`src/csiu_consts.vh`:
```
// register offsets, field positions and reset values of the clock status interrupt unit
`ifndef CSIU_CONSTS_VH
`define CSIU_CONSTS_VH
`define CSIU_ADDR_LOSS_IE 8'h68
`define CSIU_ADDR_REFHOLD_IE 8'h69
`define CSIU_ADDR_LOSS_LATCH 8'h6c
`define CSIU_ADDR_LIVE_SEL 8'h6d
`define CSIU_ADDR_REFHOLD_LATCH 8'h6e
`define CSIU_ADDR_REFHOLD_LIVE 8'h6f
`define CSIU_BIT_SYNTH 5
`define CSIU_BIT_VCXO 4
`define CSIU_BIT_HOLD 0
`define CSIU_BIT_REF 1
`define CSIU_BIT_CAL 2
`define CSIU_IE_RESET 8'h00
`define CSIU_LATCH_RESET 1'b1
`define CSIU_REFHOLD_IE_RESET 2'h0
`define CSIU_LIVE_RESET 8'h3f
`define CSIU_REFHOLD_LIVE_RESET 3'h3
`define CSIU_RDATA_RESET 8'h00
`define CSIU_IRQ_IDLE 1'b1
`endif

```
`src/csiu_latch.v`:
```
// one sticky event latch: reads 1 with no event, 0 after an event, write 1 clears
`timescale 1ns/1ns
`include "csiu_consts.vh"
module csiu_latch (
  // clock and reset
  input wire clock,
  input wire rst_n,
  // event and clear
  input wire event_in,
  input wire clear_in,
  // state
  output reg state_reg
);
  // set wins over clear so an event in the clearing cycle is kept
  always @(posedge clock or negedge rst_n) begin
    if (!rst_n) begin
      state_reg <= `CSIU_LATCH_RESET;
    end else if (event_in) begin
      state_reg <= 1'b0;
    end else if (clear_in) begin
      state_reg <= 1'b1;
    end
  end
endmodule

```
`src/csiu_top.v`:
```
// status latches, interrupt enables and interrupt output of the clock status unit
`timescale 1ns/1ns
`include "csiu_consts.vh"
module csiu_top (
  // clock and reset
  input wire clock,
  input wire nrst,
  // register port from the serial configuration logic
  input wire [7:0] reg_addr,
  input wire reg_wr,
  input wire [7:0] reg_wdata,
  input wire reg_rd,
  output reg [7:0] reg_rdata,
  // live status from detectors and selection logic
  input wire synth_pll_lock_live_n,
  input wire vcxo_pll_lock_live_n,
  input wire [3:0] input_active_live,
  input wire [1:0] selected_input_code,
  input wire reference_present_live,
  input wire holdover_live_n,
  input wire synth_calibration_active,
  // interrupt
  output reg irq_out_n
);

  // reset synchroniser
  reg rst_s1_reg;
  reg rst_n_reg;

  // enables
  reg [7:0] loss_ie_reg;
  reg [1:0] refhold_ie_reg;

  // live snapshot and edge memory
  reg [7:0] live_reg;
  reg [2:0] refhold_live_reg;
  reg ref_prev_reg;

  // latched flags, 1 means no event since the last clear
  wire synth_pll_lock_latched_n;
  wire vcxo_pll_lock_latched_n;
  wire [3:0] input_active_latched;
  wire reference_valid_latched;
  wire holdover_latched_n;

  // enable fields
  wire [3:0] input_loss_irq_en;
  wire synth_pll_unlock_irq_en;
  wire vcxo_pll_unlock_irq_en;
  wire reference_irq_en;
  wire holdover_irq_en;

  // write strobes per register
  wire wr_loss_ie;
  wire wr_refhold_ie;
  wire wr_loss;
  wire wr_refhold;

  // events seen by the latches
  wire ev_synth;
  wire ev_vcxo;
  wire [3:0] ev_input;
  wire ev_ref;
  wire ev_hold;

  // write-one clears
  wire clr_synth;
  wire clr_vcxo;
  wire [3:0] clr_input;
  wire clr_ref;
  wire clr_hold;

  // enabled pending sources
  wire pend_synth;
  wire pend_vcxo;
  wire pend_input;
  wire pend_ref;
  wire pend_hold;
  wire irq_next;

  // read bytes
  wire [7:0] loss_ie_byte;
  wire [7:0] refhold_ie_byte;
  wire [7:0] loss_latch_byte;
  wire [7:0] refhold_latch_byte;
  wire [7:0] refhold_live_byte;
  reg [7:0] rdata_next;

  // nrst takes effect at once but is released through two flops
  always @(posedge clock or negedge nrst) begin
    if (!nrst) begin
      rst_s1_reg <= 1'b0;
      rst_n_reg <= 1'b0;
    end else begin
      rst_s1_reg <= 1'b1;
      rst_n_reg <= rst_s1_reg;
    end
  end

  // writes to read-only or unmapped addresses match no strobe and are dropped
  assign wr_loss_ie = reg_wr && (reg_addr == `CSIU_ADDR_LOSS_IE);
  assign wr_refhold_ie = reg_wr && (reg_addr == `CSIU_ADDR_REFHOLD_IE);
  assign wr_loss = reg_wr && (reg_addr == `CSIU_ADDR_LOSS_LATCH);
  assign wr_refhold = reg_wr && (reg_addr == `CSIU_ADDR_REFHOLD_LATCH);

  // reserved enable bits are not stored, so they read back as zero
  always @(posedge clock or negedge rst_n_reg) begin
    if (!rst_n_reg) begin
      loss_ie_reg <= `CSIU_IE_RESET;
    end else if (wr_loss_ie) begin
      loss_ie_reg <= {2'h0, reg_wdata[5:0]};
    end
  end

  always @(posedge clock or negedge rst_n_reg) begin
    if (!rst_n_reg) begin
      refhold_ie_reg <= `CSIU_REFHOLD_IE_RESET;
    end else if (wr_refhold_ie) begin
      refhold_ie_reg <= reg_wdata[1:0];
    end
  end

  assign synth_pll_unlock_irq_en = loss_ie_reg[`CSIU_BIT_SYNTH];
  assign vcxo_pll_unlock_irq_en = loss_ie_reg[`CSIU_BIT_VCXO];
  assign input_loss_irq_en = loss_ie_reg[3:0];
  assign reference_irq_en = refhold_ie_reg[`CSIU_BIT_REF];
  assign holdover_irq_en = refhold_ie_reg[`CSIU_BIT_HOLD];

  // live snapshot; registered so reads and latches see one consistent sample
  always @(posedge clock or negedge rst_n_reg) begin
    if (!rst_n_reg) begin
      live_reg <= `CSIU_LIVE_RESET;
    end else begin
      live_reg <= {selected_input_code, synth_pll_lock_live_n, vcxo_pll_lock_live_n,
        input_active_live};
    end
  end

  always @(posedge clock or negedge rst_n_reg) begin
    if (!rst_n_reg) begin
      refhold_live_reg <= `CSIU_REFHOLD_LIVE_RESET;
    end else begin
      refhold_live_reg <= {synth_calibration_active, reference_present_live,
        holdover_live_n};
    end
  end

  // presence resets to 1, its idle level, so no false drop follows reset
  always @(posedge clock or negedge rst_n_reg) begin
    if (!rst_n_reg) begin
      ref_prev_reg <= 1'b1;
    end else begin
      ref_prev_reg <= refhold_live_reg[`CSIU_BIT_REF];
    end
  end

  // loss and holdover are levels; reference loss is a falling edge of presence
  assign ev_synth = ~live_reg[`CSIU_BIT_SYNTH];
  assign ev_vcxo = ~live_reg[`CSIU_BIT_VCXO];
  assign ev_input = ~live_reg[3:0];
  assign ev_ref = ref_prev_reg & ~refhold_live_reg[`CSIU_BIT_REF];
  assign ev_hold = ~refhold_live_reg[`CSIU_BIT_HOLD];

  assign clr_synth = wr_loss & reg_wdata[`CSIU_BIT_SYNTH];
  assign clr_vcxo = wr_loss & reg_wdata[`CSIU_BIT_VCXO];
  assign clr_input = {4{wr_loss}} & reg_wdata[3:0];
  assign clr_ref = wr_refhold & reg_wdata[`CSIU_BIT_REF];
  assign clr_hold = wr_refhold & reg_wdata[`CSIU_BIT_HOLD];

  csiu_latch u_synth (
    .clock(clock),
    .rst_n(rst_n_reg),
    .event_in(ev_synth),
    .clear_in(clr_synth),
    .state_reg(synth_pll_lock_latched_n)
  );

  csiu_latch u_vcxo (
    .clock(clock),
    .rst_n(rst_n_reg),
    .event_in(ev_vcxo),
    .clear_in(clr_vcxo),
    .state_reg(vcxo_pll_lock_latched_n)
  );

  csiu_latch u_in0 (
    .clock(clock),
    .rst_n(rst_n_reg),
    .event_in(ev_input[0]),
    .clear_in(clr_input[0]),
    .state_reg(input_active_latched[0])
  );

  csiu_latch u_in1 (
    .clock(clock),
    .rst_n(rst_n_reg),
    .event_in(ev_input[1]),
    .clear_in(clr_input[1]),
    .state_reg(input_active_latched[1])
  );

  csiu_latch u_in2 (
    .clock(clock),
    .rst_n(rst_n_reg),
    .event_in(ev_input[2]),
    .clear_in(clr_input[2]),
    .state_reg(input_active_latched[2])
  );

  csiu_latch u_in3 (
    .clock(clock),
    .rst_n(rst_n_reg),
    .event_in(ev_input[3]),
    .clear_in(clr_input[3]),
    .state_reg(input_active_latched[3])
  );

  // a reference lost before reset release is seen as a drop from the reset value 1
  // and is reported just after release
  csiu_latch u_ref (
    .clock(clock),
    .rst_n(rst_n_reg),
    .event_in(ev_ref),
    .clear_in(clr_ref),
    .state_reg(reference_valid_latched)
  );

  csiu_latch u_hold (
    .clock(clock),
    .rst_n(rst_n_reg),
    .event_in(ev_hold),
    .clear_in(clr_hold),
    .state_reg(holdover_latched_n)
  );

  assign pend_synth = synth_pll_unlock_irq_en & ~synth_pll_lock_latched_n;
  assign pend_vcxo = vcxo_pll_unlock_irq_en & ~vcxo_pll_lock_latched_n;
  assign pend_input = |(input_loss_irq_en & ~input_active_latched);
  assign pend_ref = reference_irq_en & ~reference_valid_latched;
  assign pend_hold = holdover_irq_en & ~holdover_latched_n;
  assign irq_next = ~(pend_synth | pend_vcxo | pend_input | pend_ref | pend_hold);

  // reserved bits read as zero
  assign loss_ie_byte = loss_ie_reg;
  assign refhold_ie_byte = {6'h00, refhold_ie_reg};
  assign loss_latch_byte = {2'h0, synth_pll_lock_latched_n, vcxo_pll_lock_latched_n,
    input_active_latched};
  assign refhold_latch_byte = {6'h00, reference_valid_latched, holdover_latched_n};
  assign refhold_live_byte = {5'h00, refhold_live_reg};

  always @* begin
    rdata_next = 8'h00;
    case (reg_addr)
      `CSIU_ADDR_LOSS_IE: rdata_next = loss_ie_byte;
      `CSIU_ADDR_REFHOLD_IE: rdata_next = refhold_ie_byte;
      `CSIU_ADDR_LOSS_LATCH: rdata_next = loss_latch_byte;
      `CSIU_ADDR_LIVE_SEL: rdata_next = live_reg;
      `CSIU_ADDR_REFHOLD_LATCH: rdata_next = refhold_latch_byte;
      `CSIU_ADDR_REFHOLD_LIVE: rdata_next = refhold_live_byte;
      default: rdata_next = 8'h00;
    endcase
  end

  // read data holds until the next read strobe
  always @(posedge clock or negedge rst_n_reg) begin
    if (!rst_n_reg) begin
      reg_rdata <= `CSIU_RDATA_RESET;
    end else if (reg_rd) begin
      reg_rdata <= rdata_next;
    end
  end

  // registered so the pin never glitches while several latches change at once
  always @(posedge clock or negedge rst_n_reg) begin
    if (!rst_n_reg) begin
      irq_out_n <= `CSIU_IRQ_IDLE;
    end else begin
      irq_out_n <= irq_next;
    end
  end
endmodule

```
`config.mk`:
```
export PLATFORM = sky130hd
export DESIGN_NAME = csiu_top
export DESIGN_NICKNAME = d
export VERILOG_FILES = /design/src/csiu_latch.v /design/src/csiu_top.v
export VERILOG_INCLUDE_DIRS = /design/src /design/src/src
export SDC_FILE = /design/constraint.sdc
export NUM_CORES = 1
export LEC_CHECK = 0
export BUFFER_PORTS_ARGS = -buffer_cell sky130_fd_sc_hd__buf_4
export CORE_MARGIN = 4
export CORE_UTILIZATION = 47
export CTS_BUF_LIST = sky130_fd_sc_hd__clkbuf_16
export DETAILED_ROUTE_END_ITERATION = 8
export GPL_ROUTABILITY_DRIVEN = 0
export GPL_TIMING_DRIVEN = 1
export PLACE_DENSITY = 0.85
export SLEW_MARGIN = 0
export SYNTH_ARGS = -nofsm -noshare
export SYNTH_HDL_FRONTEND = slang
export SYNTH_HIERARCHICAL = 1
export SYNTH_SLANG_ARGS = --single-unit
export TNS_END_PERCENT = 100
```
`constraint.sdc`:
```
create_clock -name clock -period 1.1 [get_ports clock]
set_input_delay 0.11 -clock clock [delete_from_list [all_inputs] [get_ports clock]]
set_output_delay 0.11 -clock clock [all_outputs]
set_load 0.005 [all_outputs]
```
==> run_results.csv <==
group,metric,value,unit
synthesis,synthCells,148,
setup_path,cpMaxStageDelayCell,"dfstp_2",
synthesis,ys_ff_latch,39,
detailed_routing,drc,0,
setup_path,cp.required,1.27,ns
global_routing,grtUsageTotal,21.6,%
detailed_routing,drt_iter0_drc,84,
global_routing,grt_max_degree,31,
synthesis,synth-seq-area-share,57.2,%
die,coreArea,3470,um^2
timing,drv_slew,0,
cts,cts_tree,"done",
setup_path,critPathMaxStageDelay,0.36,ns
synthesis,ys_types,35,
global_routing,antenna_found_initial,0,
die,rows,21,
cts,clk_path_buf_depth,2,
pwr,vdd_ir_drop_max,0.00107,V
pwr,pwr_density_cell,1260,nW/um^2
synthesis,synth_top_family_by_area,"simple AND/OR/NAND/NOR gates",
global_routing,overflow,0,
cts,clk_pin_slew,0.06,ns
synthesis,synth_area,1750,um^2
worst_hold_path,worstHoldPathType,"primary input to flip-flop",
synthesis,synth_edf_count,0,
outcome,run_status,"complete, but fails checks",
global_routing,grt_first_pass_wirelength,7200,um
placed_design,io_buffers,37,
placed_design,dp_hpwl,3100,um
timing,clock_skew,0.00603,ns
synthesis,avgSynthCellArea,11.8,um^2
cells_and_area,diodes,0,
placed_design,placed_area,2200,um^2
outcome,violations,"setup timing",
setup_path,path_cells,"mux2_4, a21oi_4, o22ai_1, a41o_1",
detailed_routing,wl_per_cell,17.1,um
timing,setup_viol,6,
die,dieArea,4750,um^2
cells_and_area,nets,247,
die,die_h,68.9,um
cells_and_area,area_delta_synth_final,46.5,%
die,io_pins,40,
pwr,leakagePower,1.29,nW
die,start_util,50.3,%
timing,timing.fmax,834,MHz
detailed_routing,via_per_inst,5.42,
setup_path,arrival,1.37,ns
cts,cts_buffers,5,
synthesis,synth-simple-area-share,13.9,%
synthesis,synthAdderAreaFrac,0,%
timing,setup_ws,-0.0997,ns
detailed_routing,postRouteAntennaNets,0,
synthesis,syn-num-nets,179,
detailed_routing,num_vias,1425,
setup_path,path_class,"flip-flop to flip-flop",
timing,rsz0062_at_grt,"true",
timing,hold_viol,0,
synthesis,ys.flop_type,"dfrtp_1",
synthesis,ys.warnings.count,6,
global_routing,first_global_vias,1576,
cts,insertion_delay,0.28,ns
synthesis,synthMuxAreaShare,10.1,%
cts,cts-root-buf,"clkbuf_16",
timing,hold_slack,0.0670,ns
synthesis,ys_async_sr_fraction,100,%
job,cap_violations,0,
setup_path,startpoint_type,"flip-flop",
cells_and_area,layout-drive-gt1-share,43.8,%
cells_and_area,design_area,2560,um^2
synthesis,synthXorXnorAreaFrac,0,%
setup_path,end_kind,"flip-flop",
cts,htree_levels,2,
synthesis,synth_compound_area_share,12.9,%
cts,cts_sinks,39,
setup_path,worst-path-max-fanout,2,
die,die_w,68.9,um
timing,period_minus_slack,1.20,ns
detailed_routing,wl,4500,um
detailed_routing,drt-pass1-iter-count,4,
timing,fin_crit_sh,109,%
==> layout make-up <==
type,count,area [um^2]
clock inverters,3,16.3
fillers,221,911
multi-input cells,84,722
clock buffers,5,125
inverters,20,75.1
flip-flops and latches,39,1000
well taps,46,57.6
repair buffers,66,562
==> cells in the final DEF (no fill, tap or decap), types with 2 or more instances in the layout <==
cell           instances
a22o_1                 2
and2_1                 7
buf_12                 2
buf_4                 49
buf_6                  3
clkbuf_16              5
dfrtp_1               20
dfstp_2               18
dlygate4sd3_1         12
inv_1                 21
mux2_4                 5
mux2i_1               12
nand2_1                8
nand2b_1               2
nand3_1                3
nor2_1                 3
nor2b_1                3
nor4_1                 2
nor4_4                 2
o211ai_1               3
o21ba_1                8
o22ai_1                5
==> Yosys cell counts, drive strengths merged (4+ instances only) <==
cell type	instances	area, um^2
and2	7	43.8
nor4	5	46.3
dfrtp	21	526
nand2	8	30.0
nand3	4	32.5
inv	20	75.1
o22ai	6	37.5
buf	4	20.0
mux2i	12	120
mux2	5	56.3
o21ba	8	80.1
dfstp	18	473
==> layer usage <==
layer | global-route usage [%] | wire [um] | vias up
li1 | - | - | 645
met1 | 24.0 | 1680 | 706
met2 | 36.5 | 2350 | 60
met3 | 6.48 | 344 | 14
met4 | 12.2 | 133 | 0
met5 | 0 | 0 | -
==> stage by stage <==
step	power (mW)	worst slack (ns)	instances	TNS, ns	util, %
finish	3.22	-0.0997	263	-0.286	73.7
global route	3.33	-0.145	263	-0.693	73.7
CTS	3.22	-0.122	263	-0.122	72.8
detailed placement	1.81	-0.351	241	-4.79	63.4
global placement	1.80	-0.310	241	-4.15	63.4
floorplan	1.66	-0.234	148	-2.07	-
==> power breakdown <==
part           internal [mW]  switching (mW)  leakage, nW
clock                  0.825           0.537       0.0710
combinational          0.183           0.149        0.770
sequential              1.49          0.0317        0.448
==> path summary, 6_finish.rpt <==
path | start | end | slack [ns] | cells after the start
min | reg_wdata[5] | loss_ie_byte[5]$_DFFE_PN0P_ | 0.07 | 2
max in group asynchronous | rst_n_reg$_DFF_PN0_ | u_vcxo/state_reg$_DFFE_PN1P_ | 0.51 | 1
min reg2reg | rst_n_reg$_DFF_PN0_ | refhold_live_reg[1]$_DFF_PN1_ | 0.33 | 0
max | u_in2/state_reg$_DFFE_PN1P_ | reg_rdata[2]$_DFFE_PN0P_ | -0.1 | 4
max reg2reg | u_in2/state_reg$_DFFE_PN1P_ | reg_rdata[2]$_DFFE_PN0P_ | -0.1 | 4
min in group asynchronous | nrst | rst_s1_reg$_DFF_PN0_ | 0.13 | 2
==> cells by family after synthesis <==
group           count (synthesis)
flops                          39
simple gates                   38
compound gates                 28
buf+inv                        25
mux                            17
other cells                     1
==> timing repair <==
item / 4_1_cts / 5_1_grt
hold endpoints to repair: 13 / 0
cloned: 0 / 0
pin swaps: 6 / 3
setup buffers: 2 / 0
gates resized for setup: 12 / 6
hold buffers: 12 / 0
endpoints found under the setup margin: 7 / 15
==> critical path: cells and delay by family, from the launching register on <==
kind / cells / cell delay [ns]
compound gates: 3 / 0.44
flops: 1 / 0.36
mux: 1 / 0.28
Note: power is estimated with default switching activity, not from simulation.
